===== src/tdm_error_injector_pkg.sv =====
// Constants, encodings and register map for the tributary error injector
//------------------------------------------------------------------------------
//------------------------------------------------------------------------------
package tdm_error_injector_pkg;

  // Channel indices
  localparam int NUM_CH  = 6;
  localparam int CH_DS1  = 0;
  localparam int CH_DS2  = 1;
  localparam int CH_DS3A = 2;
  localparam int CH_SECOND_DS3_CHANNEL = 3;
  localparam int CH_E1   = 4;
  localparam int CH_VT   = 5;

  // Error types (4-bit field)
  localparam logic [3:0] ET_LOGIC        = 4'h0;
  localparam logic [3:0] ET_BPV          = 4'h1;
  localparam logic [3:0] ET_DATA         = 4'h2;
  localparam logic [3:0] ET_DATA_CHECK   = 4'h3;
  localparam logic [3:0] ET_FRAME        = 4'h4;
  localparam logic [3:0] ET_PARITY       = 4'h5;
  localparam logic [3:0] ET_C1           = 4'h6;
  localparam logic [3:0] ET_C2           = 4'h7;
  localparam logic [3:0] ET_C3           = 4'h8;
  localparam logic [3:0] ET_C_ALL        = 4'h9;
  localparam logic [3:0] ET_FRAME_CHECK  = 4'hA;
  localparam logic [3:0] ET_MFRAME_CHECK = 4'hB;
  localparam logic [3:0] ET_REI          = 4'hC;
  localparam logic [3:0] ET_FEBE         = 4'hD;
  localparam logic [3:0] ET_POINTER      = 4'hE;

  // Rates (4-bit field); 1E-2..1E-9 are consecutive codes
  localparam logic [3:0] RT_OFF    = 4'h0;
  localparam logic [3:0] RT_SINGLE = 4'h1;
  localparam logic [3:0] RT_BURST  = 4'h2;
  localparam logic [3:0] RT_E2     = 4'h3;
  localparam logic [3:0] RT_E4     = 4'h5;
  localparam logic [3:0] RT_E8     = 4'h9;
  localparam logic [3:0] RT_E9     = 4'hA;
  localparam logic [3:0] RT_CONS7  = 4'hB;
  localparam logic [3:0] RT_CONS9  = 4'hD;
  localparam logic [3:0] RT_CONT   = 4'hE;

  // Bits between steady-rate errors minus one, indexed from the 1E-2 code
  localparam logic [29:0] RATE_PERIOD [8] = '{30'h0000063, 30'h00003E7, 30'h000270F,
    30'h001869F, 30'h00F423F, 30'h098967F, 30'h5F5E0FF, 30'h3B9AC9FF};

  // Slot class presented by the framer with each bit tick
  localparam logic [3:0] SL_PAYLOAD = 4'h0;
  localparam logic [3:0] SL_FRAME   = 4'h1;
  localparam logic [3:0] SL_C1      = 4'h2;
  localparam logic [3:0] SL_C2      = 4'h3;
  localparam logic [3:0] SL_C3      = 4'h4;
  localparam logic [3:0] SL_PARITY  = 4'h5;
  localparam logic [3:0] SL_MFRAME  = 4'h6;
  localparam logic [3:0] SL_CHECK   = 4'h7;
  localparam logic [3:0] SL_POINTER = 4'h8;

  // Loop-code durations (4-bit field)
  localparam logic [3:0] LD_OFF   = 4'h0;
  localparam logic [3:0] LD_1S    = 4'h1;
  localparam logic [3:0] LD_16S   = 4'h5;
  localparam logic [3:0] LD_CONT  = 4'h6;
  localparam logic [3:0] LD_UNTIL = 4'h7;

  // Register byte offsets (word index in bits 7:2)
  localparam logic [5:0] IDX_CFG0      = 6'h00; // 0x00..0x14, one per channel
  localparam logic [5:0] IDX_LOOP      = 6'h06; // 0x18
  localparam logic [5:0] IDX_TX_UP     = 6'h07; // 0x1C
  localparam logic [5:0] IDX_TX_DN     = 6'h08; // 0x20
  localparam logic [5:0] IDX_RX_UP     = 6'h09; // 0x24
  localparam logic [5:0] IDX_RX_DN     = 6'h0A; // 0x28
  localparam logic [5:0] IDX_OB_UP     = 6'h0B; // 0x2C
  localparam logic [5:0] IDX_OB_DN     = 6'h0C; // 0x30

  // Reset values of the loop code registers: pattern in [7:0], length in [11:8]
  localparam logic [7:0] INBAND_PAT_RST = 8'h10;
  localparam logic [3:0] INBAND_LEN_RST = 4'h5;
  localparam logic [5:0] OUTBAND_RST    = 6'h3F;

  // One second at 125 MHz
  localparam int CLK_HZ = 125_000_000;

endpackage : tdm_error_injector_pkg


===== src/tdm_error_injector.sv =====
// Tributary error injector with Wishbone register access
`timescale 1ns/100ps
module tdm_error_injector
  import tdm_error_injector_pkg::*;
#(
  parameter int SECOND_CYCLES = CLK_HZ
) (
  input  wire logic        clk_i,
  input  wire logic        rst_i,
  input  wire logic        ce_i,
  // Wishbone classic slave
  input  wire logic        wb_cyc_i,
  input  wire logic        wb_stb_i,
  input  wire logic        wb_we_i,
  input  wire logic [7:0]  wb_adr_i,
  input  wire logic [3:0]  wb_sel_i,
  input  wire logic [31:0] wb_dat_i,
  output logic      [31:0] wb_dat_o,
  output logic             wb_ack_o,
  // Framer side
  input  wire logic        burst_i,
  input  wire logic        ds3_muxed_i,
  input  wire logic        loop_up_detected_i,
  input  wire logic        loop_down_detected_i,
  input  wire logic        ds1_tick_i,
  input  wire logic [3:0]  ds1_slot_i,
  input  wire logic        ds2_tick_i,
  input  wire logic [3:0]  ds2_slot_i,
  input  wire logic        ds3a_tick_i,
  input  wire logic [3:0]  ds3a_slot_i,
  input  wire logic        second_ds3_channel_tick_i,
  input  wire logic [3:0]  second_ds3_channel_slot_i,
  input  wire logic        e1_tick_i,
  input  wire logic [3:0]  e1_slot_i,
  input  wire logic        vt_tick_i,
  input  wire logic [3:0]  vt_slot_i,
  output logic             ds1_err_o,
  output logic             ds2_err_o,
  output logic             ds3a_err_o,
  output logic             second_ds3_channel_err_o,
  output logic             e1_err_o,
  output logic             vt_err_o,
  output logic [3:0]       ds1_err_type_o,
  output logic [3:0]       ds2_err_type_o,
  output logic [3:0]       ds3a_err_type_o,
  output logic [3:0]       second_ds3_channel_err_type_o,
  output logic [3:0]       e1_err_type_o,
  output logic [3:0]       vt_err_type_o,
  output logic             loop_activate_code_send_o,
  output logic             loop_release_code_send_o,
  output logic [11:0]      tx_up_code_o,
  output logic [11:0]      tx_dn_code_o,
  output logic [11:0]      rx_up_code_o,
  output logic [11:0]      rx_dn_code_o,
  output logic [5:0]       outband_up_code_o,
  output logic [5:0]       outband_dn_code_o
);

  //----------------------------------------------------------------------------
  // Functions
  //----------------------------------------------------------------------------

  function automatic logic is_steady(input logic [3:0] rate);
    return (rate >= RT_E2) && (rate <= RT_E9);
  endfunction : is_steady

  // Bits between errors minus one; a table keeps the decade counts in one place
  function automatic logic [29:0] rate_period(input logic [3:0] rate);
    logic [3:0] idx;
    idx = rate - RT_E2;
    return is_steady(rate) ? RATE_PERIOD[idx[2:0]] : 30'h0;
  endfunction : rate_period

  // Error types each channel offers
  function automatic logic type_ok(input int ch, input logic [3:0] t);
    logic ok;
    ok = 1'b0;
    unique case (ch)
      CH_DS1:  ok = (t == ET_BPV) || (t == ET_DATA) || (t == ET_DATA_CHECK)
                    || (t == ET_FRAME);
      CH_DS2:  ok = (t >= ET_C1) && (t <= ET_C_ALL);
      CH_DS3A,
      CH_SECOND_DS3_CHANNEL: ok = (t <= ET_C_ALL);
      CH_E1:   ok = (t == ET_BPV) || (t == ET_DATA) || (t == ET_DATA_CHECK)
                    || (t == ET_FRAME_CHECK) || (t == ET_MFRAME_CHECK);
      default: ok = (t == ET_LOGIC) || (t == ET_REI) || (t == ET_FEBE)
                    || (t == ET_POINTER);
    endcase
    return ok;
  endfunction : type_ok

  // Rates each error type accepts
  function automatic logic rate_ok(input logic [3:0] t, input logic [3:0] r);
    logic ok;
    ok = 1'b0;
    if (t == ET_POINTER) begin
      ok = (r == RT_OFF) || ((r >= RT_CONS7) && (r <= RT_CONT));
    end else if (t == ET_REI) begin
      ok = (r == RT_OFF) || (r == RT_SINGLE) || ((r >= RT_E2) && (r <= RT_E4));
    end else if (t == ET_FEBE) begin
      ok = (r == RT_OFF) || (r == RT_SINGLE) || ((r >= RT_E2) && (r <= RT_E8));
    end else begin
      ok = (r <= RT_E9);
    end
    return ok;
  endfunction : rate_ok

  // Whether the current bit may carry the chosen error type
  function automatic logic slot_match(input logic [3:0] t, input logic [3:0] s);
    logic m;
    m = 1'b0;
    unique case (t)
      ET_BPV:          m = 1'b1;
      ET_FRAME,
      ET_FRAME_CHECK:  m = (s == SL_FRAME);
      ET_PARITY:       m = (s == SL_PARITY);
      ET_C1:           m = (s == SL_C1);
      ET_C2:           m = (s == SL_C2);
      ET_C3:           m = (s == SL_C3);
      ET_C_ALL:        m = (s >= SL_C1) && (s <= SL_C3);
      ET_MFRAME_CHECK: m = (s == SL_MFRAME);
      ET_REI,
      ET_FEBE:         m = (s == SL_CHECK);
      ET_POINTER:      m = (s == SL_POINTER);
      default:         m = (s == SL_PAYLOAD);
    endcase
    return m;
  endfunction : slot_match

  //----------------------------------------------------------------------------
  // Bus decode
  //----------------------------------------------------------------------------

  logic        wr_en;
  logic [5:0]  widx;
  logic [NUM_CH-1:0] tick;
  logic [3:0]  slot [NUM_CH];

  // Write takes effect on the request cycle before ack rises
  assign wr_en = ce_i && wb_cyc_i && wb_stb_i && wb_we_i && !wb_ack_o && wb_sel_i[0];
  assign widx  = wb_adr_i[7:2];
  assign tick  = {vt_tick_i, e1_tick_i, second_ds3_channel_tick_i, ds3a_tick_i, ds2_tick_i, ds1_tick_i};
  assign slot[CH_DS1]  = ds1_slot_i;
  assign slot[CH_DS2]  = ds2_slot_i;
  assign slot[CH_DS3A] = ds3a_slot_i;
  assign slot[CH_SECOND_DS3_CHANNEL] = second_ds3_channel_slot_i;
  assign slot[CH_E1]   = e1_slot_i;
  assign slot[CH_VT]   = vt_slot_i;

  //----------------------------------------------------------------------------
  // Per-channel injectors
  //----------------------------------------------------------------------------

  logic [3:0]  type_r    [NUM_CH];
  logic [3:0]  rate_r    [NUM_CH];
  logic [29:0] cnt_r     [NUM_CH];
  logic [3:0]  consec_r  [NUM_CH];
  logic [NUM_CH-1:0] pend_r;
  logic [NUM_CH-1:0] err_r;
  logic [NUM_CH-1:0] cfg_wr;
  logic [NUM_CH-1:0] fire;
  logic [NUM_CH-1:0] hit;

  // Each channel is an independent engine; the two DS3 copies share no state
  for (genvar c = 0; c < NUM_CH; c++) begin : g_ch
    logic allowed;
    assign cfg_wr[c] = wr_en && (widx == IDX_CFG0 + 6'(c))
                       && type_ok(c, wb_dat_i[7:4]) && rate_ok(wb_dat_i[7:4], wb_dat_i[3:0]);
    // DS2 errors only exist when DS3 carries multiplexed DS1 sub-channels
    assign allowed = (c != CH_DS2) || ds3_muxed_i;
    assign hit[c]  = is_steady(rate_r[c]) && (cnt_r[c] == rate_period(rate_r[c]));
    always_comb begin
      fire[c] = 1'b0;
      if (tick[c] && allowed && slot_match(type_r[c], slot[c])) begin
        unique case (rate_r[c])
          RT_SINGLE: fire[c] = pend_r[c];
          RT_BURST:  fire[c] = burst_i;
          RT_CONT:   fire[c] = 1'b1;
          default:   fire[c] = (is_steady(rate_r[c]) && pend_r[c])
                               || ((rate_r[c] >= RT_CONS7) && (consec_r[c] != 4'h0));
        endcase
      end
    end

    // Configuration; illegal type or rate combinations are ignored
    always_ff @(posedge clk_i) begin
      if (rst_i) begin
        type_r[c] <= ET_LOGIC;
        rate_r[c] <= RT_OFF;
      end else if (ce_i && cfg_wr[c]) begin
        type_r[c] <= wb_dat_i[7:4];
        rate_r[c] <= wb_dat_i[3:0];
      end
    end

    // Bit counter for steady rates; counts every transmitted bit
    always_ff @(posedge clk_i) begin
      if (rst_i) begin
        cnt_r[c] <= 30'h0;
      end else if (ce_i) begin
        if (cfg_wr[c] || (hit[c] && tick[c])) begin
          cnt_r[c] <= 30'h0;
        end else if (tick[c] && is_steady(rate_r[c])) begin
          cnt_r[c] <= cnt_r[c] + 30'h1;
        end
      end
    end

    // Pending error: armed by a single request or a rate hit, a new arm beats the clear
    always_ff @(posedge clk_i) begin
      if (rst_i) begin
        pend_r[c] <= 1'b0;
      end else if (ce_i) begin
        if (cfg_wr[c]) begin
          pend_r[c] <= (wb_dat_i[3:0] == RT_SINGLE);
        end else if (hit[c] && tick[c]) begin
          pend_r[c] <= 1'b1;
        end else if (fire[c]) begin
          pend_r[c] <= 1'b0;
        end
      end
    end

    // Consecutive pointer superframes left
    always_ff @(posedge clk_i) begin
      if (rst_i) begin
        consec_r[c] <= 4'h0;
      end else if (ce_i) begin
        if (cfg_wr[c]) begin
          consec_r[c] <= (wb_dat_i[3:0] >= RT_CONS7 && wb_dat_i[3:0] <= RT_CONS9)
                         ? wb_dat_i[3:0] - RT_CONS7 + 4'h7 : 4'h0;
        end else if (fire[c] && consec_r[c] != 4'h0) begin
          consec_r[c] <= consec_r[c] - 4'h1;
        end
      end
    end

    // Error strobe registered toward the framer, one cycle after the tick
    always_ff @(posedge clk_i) begin
      if (rst_i) begin
        err_r[c] <= 1'b0;
      end else if (ce_i) begin
        err_r[c] <= fire[c];
      end
    end
  end

  assign ds1_err_o       = err_r[CH_DS1];
  assign ds2_err_o       = err_r[CH_DS2];
  assign ds3a_err_o      = err_r[CH_DS3A];
  assign second_ds3_channel_err_o      = err_r[CH_SECOND_DS3_CHANNEL];
  assign e1_err_o        = err_r[CH_E1];
  assign vt_err_o        = err_r[CH_VT];
  // Type tells the framer where to apply: pre-CRC for data, post-CRC for data-and-check
  assign ds1_err_type_o  = type_r[CH_DS1];
  assign ds2_err_type_o  = type_r[CH_DS2];
  assign ds3a_err_type_o = type_r[CH_DS3A];
  assign second_ds3_channel_err_type_o = type_r[CH_SECOND_DS3_CHANNEL];
  assign e1_err_type_o   = type_r[CH_E1];
  assign vt_err_type_o   = type_r[CH_VT];

  //----------------------------------------------------------------------------
  // Loop codes
  //----------------------------------------------------------------------------

  logic [11:0] code_r [4];
  logic [5:0]  ob_up_r;
  logic [5:0]  ob_dn_r;
  logic [3:0]  up_dur_r;
  logic [3:0]  dn_dur_r;
  logic        up_send_r;
  logic        dn_send_r;
  logic [31:0] sec_cnt_r;
  logic [4:0]  secs_left_r;
  logic        sec_tick;
  logic        loop_wr;
  logic        loop_done;

  assign loop_wr  = wr_en && (widx == IDX_LOOP);
  assign sec_tick = (sec_cnt_r == 32'(SECOND_CYCLES - 1));

  // Programmable code registers; in-band width is carried with the pattern
  always_ff @(posedge clk_i) begin
    if (rst_i) begin
      for (int i = 0; i < 4; i++) begin
        code_r[i] <= {INBAND_LEN_RST, INBAND_PAT_RST};
      end
      ob_up_r <= OUTBAND_RST;
      ob_dn_r <= OUTBAND_RST;
    end else if (ce_i && wr_en) begin
      if (widx >= IDX_TX_UP && widx <= IDX_RX_DN) begin
        code_r[2'(widx - IDX_TX_UP)] <= wb_dat_i[11:0];
      end
      if (widx == IDX_OB_UP) begin
        ob_up_r <= wb_dat_i[5:0];
      end
      if (widx == IDX_OB_DN) begin
        ob_dn_r <= wb_dat_i[5:0];
      end
    end
  end

  assign tx_up_code_o      = code_r[0];
  assign tx_dn_code_o      = code_r[1];
  assign rx_up_code_o      = code_r[2];
  assign rx_dn_code_o      = code_r[3];
  assign outband_up_code_o = ob_up_r;
  assign outband_dn_code_o = ob_dn_r;

  // Fixed durations end on the seconds count; until-detected ends on the receive match
  always_comb begin
    loop_done = 1'b0;
    if (up_send_r) begin
      loop_done = ((up_dur_r <= LD_16S) && sec_tick && secs_left_r == 5'h1)
                  || ((up_dur_r == LD_UNTIL) && loop_up_detected_i);
    end else if (dn_send_r) begin
      loop_done = ((dn_dur_r <= LD_16S) && sec_tick && secs_left_r == 5'h1)
                  || ((dn_dur_r == LD_UNTIL) && loop_down_detected_i);
    end
  end

  // One code at a time; loop-up wins if both are requested in one write
  always_ff @(posedge clk_i) begin
    if (rst_i) begin
      up_dur_r    <= LD_OFF;
      dn_dur_r    <= LD_OFF;
      up_send_r   <= 1'b0;
      dn_send_r   <= 1'b0;
      secs_left_r <= 5'h0;
    end else if (ce_i) begin
      if (loop_wr && wb_dat_i[3:0] <= LD_UNTIL && wb_dat_i[7:4] <= LD_UNTIL) begin
        up_dur_r    <= wb_dat_i[3:0];
        dn_dur_r    <= wb_dat_i[7:4];
        up_send_r   <= (wb_dat_i[3:0] != LD_OFF);
        dn_send_r   <= (wb_dat_i[3:0] == LD_OFF) && (wb_dat_i[7:4] != LD_OFF);
        secs_left_r <= 5'h1 << ((wb_dat_i[3:0] != LD_OFF) ? wb_dat_i[3:0] - LD_1S
                                                          : wb_dat_i[7:4] - LD_1S);
      end else if (loop_done) begin
        up_send_r <= 1'b0;
        dn_send_r <= 1'b0;
      end else if (sec_tick && secs_left_r != 5'h0) begin
        secs_left_r <= secs_left_r - 5'h1;
      end
    end
  end

  // Second prescaler restarts with each loop request
  always_ff @(posedge clk_i) begin
    if (rst_i) begin
      sec_cnt_r <= 32'h0;
    end else if (ce_i) begin
      if (loop_wr || sec_tick || !(up_send_r || dn_send_r)) begin
        sec_cnt_r <= 32'h0;
      end else begin
        sec_cnt_r <= sec_cnt_r + 32'h1;
      end
    end
  end

  assign loop_activate_code_send_o = up_send_r;
  assign loop_release_code_send_o  = dn_send_r;

  //----------------------------------------------------------------------------
  // Read back and acknowledge
  //----------------------------------------------------------------------------

  logic [31:0] rd_nxt;

  // Unmapped words read as zero; status bits show pending and sending state
  always_comb begin
    rd_nxt = 32'h0;
    if (widx < IDX_LOOP) begin
      rd_nxt = {22'h0, err_r[widx[2:0]], pend_r[widx[2:0]],
                type_r[widx[2:0]], rate_r[widx[2:0]]};
    end else if (widx == IDX_LOOP) begin
      rd_nxt = {22'h0, dn_send_r, up_send_r, dn_dur_r, up_dur_r};
    end else if (widx <= IDX_RX_DN) begin
      rd_nxt = {20'h0, code_r[2'(widx - IDX_TX_UP)]};
    end else if (widx == IDX_OB_UP) begin
      rd_nxt = {26'h0, ob_up_r};
    end else if (widx == IDX_OB_DN) begin
      rd_nxt = {26'h0, ob_dn_r};
    end
  end

  // Ack one cycle after the strobe, dropped the cycle after
  always_ff @(posedge clk_i) begin
    if (rst_i) begin
      wb_ack_o <= 1'b0;
      wb_dat_o <= 32'h0;
    end else if (ce_i) begin
      wb_ack_o <= wb_cyc_i && wb_stb_i && !wb_ack_o;
      wb_dat_o <= (wb_cyc_i && wb_stb_i && !wb_ack_o && !wb_we_i) ? rd_nxt : 32'h0;
    end
  end

endmodule : tdm_error_injector


===== config.mk =====
export PLATFORM = sky130hd
export DESIGN_NAME = tdm_error_injector
export DESIGN_NICKNAME = d
export VERILOG_FILES = /design/src/tdm_error_injector_pkg.sv /design/src/tdm_error_injector.sv
export SDC_FILE = /design/constraint.sdc
export NUM_CORES = 1
export LEC_CHECK = 0
export ABC_AREA = 1
export BUFFER_PORTS_ARGS = -buffer_cell sky130_fd_sc_hd__buf_2
export CAP_MARGIN = 10
export CELL_PAD_IN_SITES_DETAIL_PLACEMENT = 1
export CELL_PAD_IN_SITES_GLOBAL_PLACEMENT = 1
export CORE_MARGIN = 2
export CORE_UTILIZATION = 31
export DETAILED_ROUTE_END_ITERATION = 10
export PLACE_DENSITY_LB_ADDON = 0.1
export SETUP_SLACK_MARGIN = 0.2
export SKIP_CTS_REPAIR_TIMING = 1
export SYNTH_ARGS = -nofsm -noshare
export SYNTH_HDL_FRONTEND = slang
export SYNTH_SLANG_ARGS = --single-unit

===== constraint.sdc =====
create_clock -name clk_i -period 4.9 [get_ports clk_i]
set_input_delay 0.735 -clock clk_i [delete_from_list [all_inputs] [get_ports clk_i]]
set_output_delay 0.735 -clock clk_i [all_outputs]
set_load 0.02 [all_outputs]

==> flow_summary.toml, run 1 <==
[logic_synthesis]
synth.mux.area_fraction = 0
async_flop_share = 0
synth.distinct_cells = 68
ys_seq_area_frac = 0.395
synth_xor_area_frac = 0.0534
synth-seq-cells = 384
synth_edf_count = 300
ys_warn_count = 0
yosys-top-cells-area = "edfxtp_1 33%, nand2_1 11%, nor2_1 8.0%, inv_1 6.3%, dfxtp_1 6.2%"
netlist_instances = 3687
synth_ff_type = "edfxtp_1"
synth_top_family_by_area = "simple AND/OR/NAND/NOR gates"
synth_compound_area_frac = 0.0966
synth_commonest_cells = "797 x nand2_1, 578 x nor2_1, 451 x inv_1"
synth.most_common_cell = "nand2_1"
netlist_area_um2 = 27100
synth_top_area_frac = 0.333
yosysTopAreaCell = "edfxtp_1"
yosys.area_share.simple = 0.329
syn_avg_cell_area_um2 = 7.34
synthAdderAreaFrac = 0.0375

[grt]
grt.total_usage = 0.212
grt_first_pass_wirelength_mm = 149
grt_max_degree = 57
overflow = 0
grt_pass1_vias = 25400
antenna_found_initial = 3

[layout]
final_util = 0.356
fin_cells = 5044
drive_gt1_frac = 0.105
final_area_um2 = 30800
num-nets-final = 4010
multiInputGateArea_um2 = 14100
fillerInstances = 10700
syn2layout_area_growth_pct = 13.9
seqCellArea_um2 = 10700

[sta]
fin_ws_ps = 859
fmax_mhz = 247
tns_ps = 0
slew_headroom = 0.353
worst_hold_slack_ps = 430
setup_viol = 0
period_needed_ps = 4040
tightest_slew_ps = 968
finalCritPeriodShare = 0.825
rsz0062_at_grt = "no"
skew_ps = 30.6
finalHoldViolCount = 0
finalMaxSlewViolations = 0

[worst_setup_path]
cp.required_ps = 5170
reg2reg_slack_ps = 860
r2r_end = "cnt_r[3][20]"
start_kind = "flip-flop"
worst-path-buf-inv = 3
r2r_start = "rate_r[3][0]"
crit_path_cell_trace = "inv_1 -> ha_1 -> inv_1 -> nand2_1 -> nand3_1 -> nand2_1 -> nand2_1 -> o21ai_0 -> nand2_1 -> nand3b_1 -> nor2_1 -> nand4_1 -> nand2_1 -> nand2_1 -> nand3_1 -> buf_4"
worstPathArrival_ps = 4310
max_stage_delay_ps = 630
path_depth = 16
cp-startpoint = "rate_r[3][0]"
crit_fanout = 30
crit_top_cell = "nand2_1"
path_delay_family = "simple AND/OR/NAND/NOR gates"
rr_worst_depth = 16
path_class = "flip-flop to flip-flop"
cp_slowest_cell = "nand2_1"
end_kind = "flip-flop"
crit_end = "cnt_r[3][20]"

[detailed_routing]
drtIter0Drc = 1197
drc = 0
dr.pass1.iters = 5
wl_mm = 95.6
vias_per_cell = 4.96
avgRoutedWirePerCell_um = 19.0
vias = 25000
antenna_left = 0

[hold_path]
min_path_type = "input port to flip-flop"
hold_depth = 3

[floorplanning]
die_h_um = 299
initial_core_util = 0.312
die_x_um = 299
die_area_um2 = 89600
fp.coreArea_um2 = 86600
ios = 209
rows = 108

[clocking]
cts_tree = "built"
clk_path_buf_depth = 3
clockRootBuffer = "clkbuf_16"
htreeDepth = 2
cts_buffers = 52
worst_skew_pair.late_latency_ps = 640
clkSinkCount = 384
clkSlewWorstSetupHoldPaths_ps = 60

[place]
place.gp.congestion = 0.815
dp_cells = 4946
post-place-ws_ps = 772
hpwl_mm = 73.4
place_area_um2 = 29000
io_buffers = 163

[status]
status = "completed"

[power_and_ir_drop]
powerDensity_nw_per_um2 = 284
irDropWorstVdd_uv = 259
p_total_mw = 8.77
leakage_nw = 12.7

[job]
drv_cap = 0
state kept, by name, summed over array words and instances, names as in the netlist, 4 cells and up:
name and cells:
cnt_r 180, code_r 48, consec_r 24, dn_dur_r 4
outband_dn_code_o 6, outband_up_code_o 6, pend_r 6, rate_r 24
sec_cnt_r 32, secs_left_r 5, type_r 24, up_dur_r 4
wb_dat_o 12
layer usage:
metal	share of wire	vias to the layer above	global-route usage
li1	-	12500	-
met1	0.48	12000	0.291
met2	0.46	349	0.351
met3	0.036	102	0.0288
met4	0.021	4	0.0494
met5	0.00027	-	0
cell families (layout without fill, tap and decap cells):
| kind of cell | Yosys count | after routing |
|---|---|---|
| other | 1 | 23 |
| adders and majority gates | 81 | 81 |
| buffers and inverters | 582 | 762 |
| AOI/OAI and AO/OA | 453 | 453 |
| and+or+nand+nor | 2021 | 2021 |
| DFF | 384 | 384 |
| xor gates and xnor gates | 165 | 165 |
cells in the final DEF, fill, tap and decap left out, types with 22 or more instances in the layout:
cell       instances
conb_1            22
dfxtp_1           84
nand3_1          286
a21oi_1          140
xnor2_1           29
buf_2            163
xor2_1           136
nand2_1          797
buf_4             37
nand4_1           83
nor4_1            25
o211ai_1          28
edfxtp_1         300
o21ai_0          179
ha_1              81
nor2_1           578
inv_1            450
nor2_2            54
clkbuf_16         52
nor3_1           116
tightest hold or removal path, cell delays in order:
cell and delay [ps]:
buf_2 80, inv_1 80, nand2_1 70
worst min path at each step:
| stage | from | end | slack [ps] |
|---|---|---|---|
| 3_3_place_gp | wb_dat_o[5] | wb_dat_o[5] | 440 |
| 5_1_grt | wb_dat_i[8] | code_r[1][8] | 430 |
| 2_1_floorplan | dn_dur_r[3] | dn_dur_r[3] | 450 |
| 3_5_place_dp | wb_dat_o[5] | wb_dat_o[5] | 440 |
| 6_report | wb_dat_i[8] | code_r[1][8] | 430 |
| 4_1_cts | wb_dat_i[10] | code_r[1][10] | 390 |
area by class of cell:
| class | instances | share of cell area |
|---|---|---|
| clock inverter | 33 | 0.0130 |
| multi-input combinational | 2742 | 0.456 |
| clock buffer | 64 | 0.0450 |
| antenna | 1 | 0.0000812 |
| tap | 1155 | 0.0469 |
| sequential | 384 | 0.347 |
| timing repair buffer | 200 | 0.0355 |
| inverter | 465 | 0.0567 |
where the power goes:
part / internal, mW / switching [mW]
Combinational: 0.280 / 0.695
Clock: 2.39 / 1.63
Sequential: 3.62 / 0.148
Note: power is estimated with default switching activity, not from simulation.
==> inputs of run 2 (changes only) <==
ABC_AREA = 0   (was 1)
clock period = 4 ns   (was 4.9 ns; I/O delays follow)
==> flow_summary.toml, run 2 <==
[status]
status = "completed"

[place]
place.gp.congestion = 0.871
io_buffers = 163
hpwl_mm = 65.5

[detailed_routing]
wl_mm = 86.7
avgRoutedWirePerCell_um = 21.1
drtIter0Drc = 1125
vias = 22100
dr.pass1.iters = 5
antenna_left = 0
drc = 0
vias_per_cell = 5.39

[grt]
grt_max_degree = 39
overflow = 0
antenna_found_initial = 5
grt_pass1_vias = 22900
grt.total_usage = 0.200
grt_first_pass_wirelength_mm = 136

[sta]
period_needed_ps = 3640
setup_viol = 0
tightest_slew_ps = 1040
finalHoldViolCount = 0
worst_hold_slack_ps = 318
finalMaxSlewViolations = 0
finalCritPeriodShare = 0.909
slew_headroom = 0.308
fmax_mhz = 275
skew_ps = 21.7
rsz0062_at_grt = "yes"

[worst_setup_path]
crit_fanout = 30
cp-startpoint = "rate_r[4][0]"
worst-path-buf-inv = 3
worstPathArrival_ps = 3980
crit_path_cell_trace = "inv_1 -> ha_1 -> nor2b_1 -> o31ai_2 -> a2111oi_0 -> a31oi_1 -> or4_1 -> nor4_4 -> buf_4 -> or4_1 -> buf_12 -> nor2_1"
path_delay_family = "simple AND/OR/NAND/NOR gates"
path_class = "flip-flop to flip-flop"
r2r_start = "rate_r[4][0]"
cp_slowest_cell = "or4_1"
end_kind = "flip-flop"
max_stage_delay_ps = 590
cp.required_ps = 4350
start_kind = "flip-flop"
crit_top_cell = "or4_1"

[job]
drv_cap = 0

[layout]
syn2layout_area_growth_pct = 15.5
drive_gt1_frac = 0.136
final_cell_mix = "431 x nor2_1, 300 x edfxtp_1, 230 x nand2_1"
top_regs = "cnt_r: 180 flops, code_r: 48 flops, sec_cnt_r: 32 flops"
top_register = "cnt_r"
final_util = 0.362
final_common_cell = "nor2_1"
largest_register_ffs = 180
num-nets-final = 3153

[logic_synthesis]
synth.most_common_cell = "nor2_1"
synth_top_area_frac = 0.350
yosys.area_share.simple = 0.242
yosysTopAreaCell = "edfxtp_1"
synth.distinct_cells = 87
synth_edf_count = 300
synth_compound_area_frac = 0.131
synthAdderAreaFrac = 0.0393
synth_ff_type = "edfxtp_1"
async_flop_share = 0
netlist_area_um2 = 25800
synth_commonest_cells = "435 x nor2_1, 300 x edfxtp_1, 230 x nand2_1"
netlist_instances = 2837
ys_seq_area_frac = 0.415
ys_warn_count = 0
synth-seq-cells = 384
syn_avg_cell_area_um2 = 9.08
yosys-top-cells-area = "edfxtp_1 35%, dfxtp_1 6.5%, nor2_1 6.3%, xnor2_1 4.7%, xor2_1 4.7%"
synth_top_family_by_area = "simple AND/OR/NAND/NOR gates"
synth_xor_area_frac = 0.0938
synth.mux.area_fraction = 0.0349

[power_and_ir_drop]
p_total_mw = 10.2
leakage_nw = 10.5
powerDensity_nw_per_um2 = 342
irDropWorstVdd_uv = 252

[hold_path]
hold_start = "wb_dat_i[8]"
min_path_type = "input port to flip-flop"

[floorplanning]
die_x_um = 292
die_area_um2 = 85400
die_h_um = 292
fp.coreArea_um2 = 82200
rows = 105
ios = 209
initial_core_util = 0.313

[clocking]
cts_tree = "built"
clkSinkCount = 384
htreeDepth = 2
clkSlewWorstSetupHoldPaths_ps = 60
cts_buffers = 48
worst_skew_pair.late_latency_ps = 600
clk_path_buf_depth = 3
clockRootBuffer = "clkbuf_16"
==> run 2: per-layer routing <==
metal	share of wire	vias to the layer above	global-route usage	wire [µm]
met2	0.48	284	0.343	42000
met4	0.022	4	0.0510	1890
li1	-	10500	-	-
met3	0.033	102	0.0268	2830
met5	0.00024	-	0	21
met1	0.46	11200	0.266	40000
==> run 2: final timing paths <==
check                 end  slack, ps  depth (start not counted)
min reg2reg  wb_dat_o[10]        490                          1
max reg2reg  cnt_r[4][15]        360                         12
max          cnt_r[4][15]        360                         12
min          code_r[1][8]        320                          2
==> run 2: area by class of cell <==
cell class	instances	area (µm²)
antenna	2	5.00
clock buffer	69	1400
clock inverter	21	188
fill	9489	52500
inverter	95	357
multi-input combinational	2196	14100
sequential	384	10700
tap	1070	1340
timing repair buffer	263	1660
==> run 2: power by group <==
| part | internal, mW | leakage (nW) | switching, mW |
|---|---|---|---|
| Sequential | 4.44 | 3.77 | 0.225 |
| Combinational | 0.407 | 5.89 | 0.665 |
| Clock | 2.63 | 0.792 | 1.81 |
| Total | 7.48 | 10.5 | 2.70 |
==> run 2: cell families (layout without fill, tap and decap cells) <==
kind of cell             after synthesis  count (layout)
buffers and inverters                278             448
AND/OR/NAND/NOR                     1266            1266
multiplexers                          62              62
AO/OA/AOI/OAI                        490             490
XOR/XNOR                             275             275
flip-flops                           384             384
adder cells (fa/ha/maj)               81              81
other                                  1              24
==> run 2: per-stage QoR <==
step	instances	cell area, µm²	worst slack [ps]	TNS [ps]
after floorplan	2858	25900	284	0
after global placement	4008	28100	58.0	0
after detailed placement	4008	28100	35.6	0
after CTS	4098	29700	-15.7	-191
after global routing	4100	29700	219	0
final	4100	29700	363	0
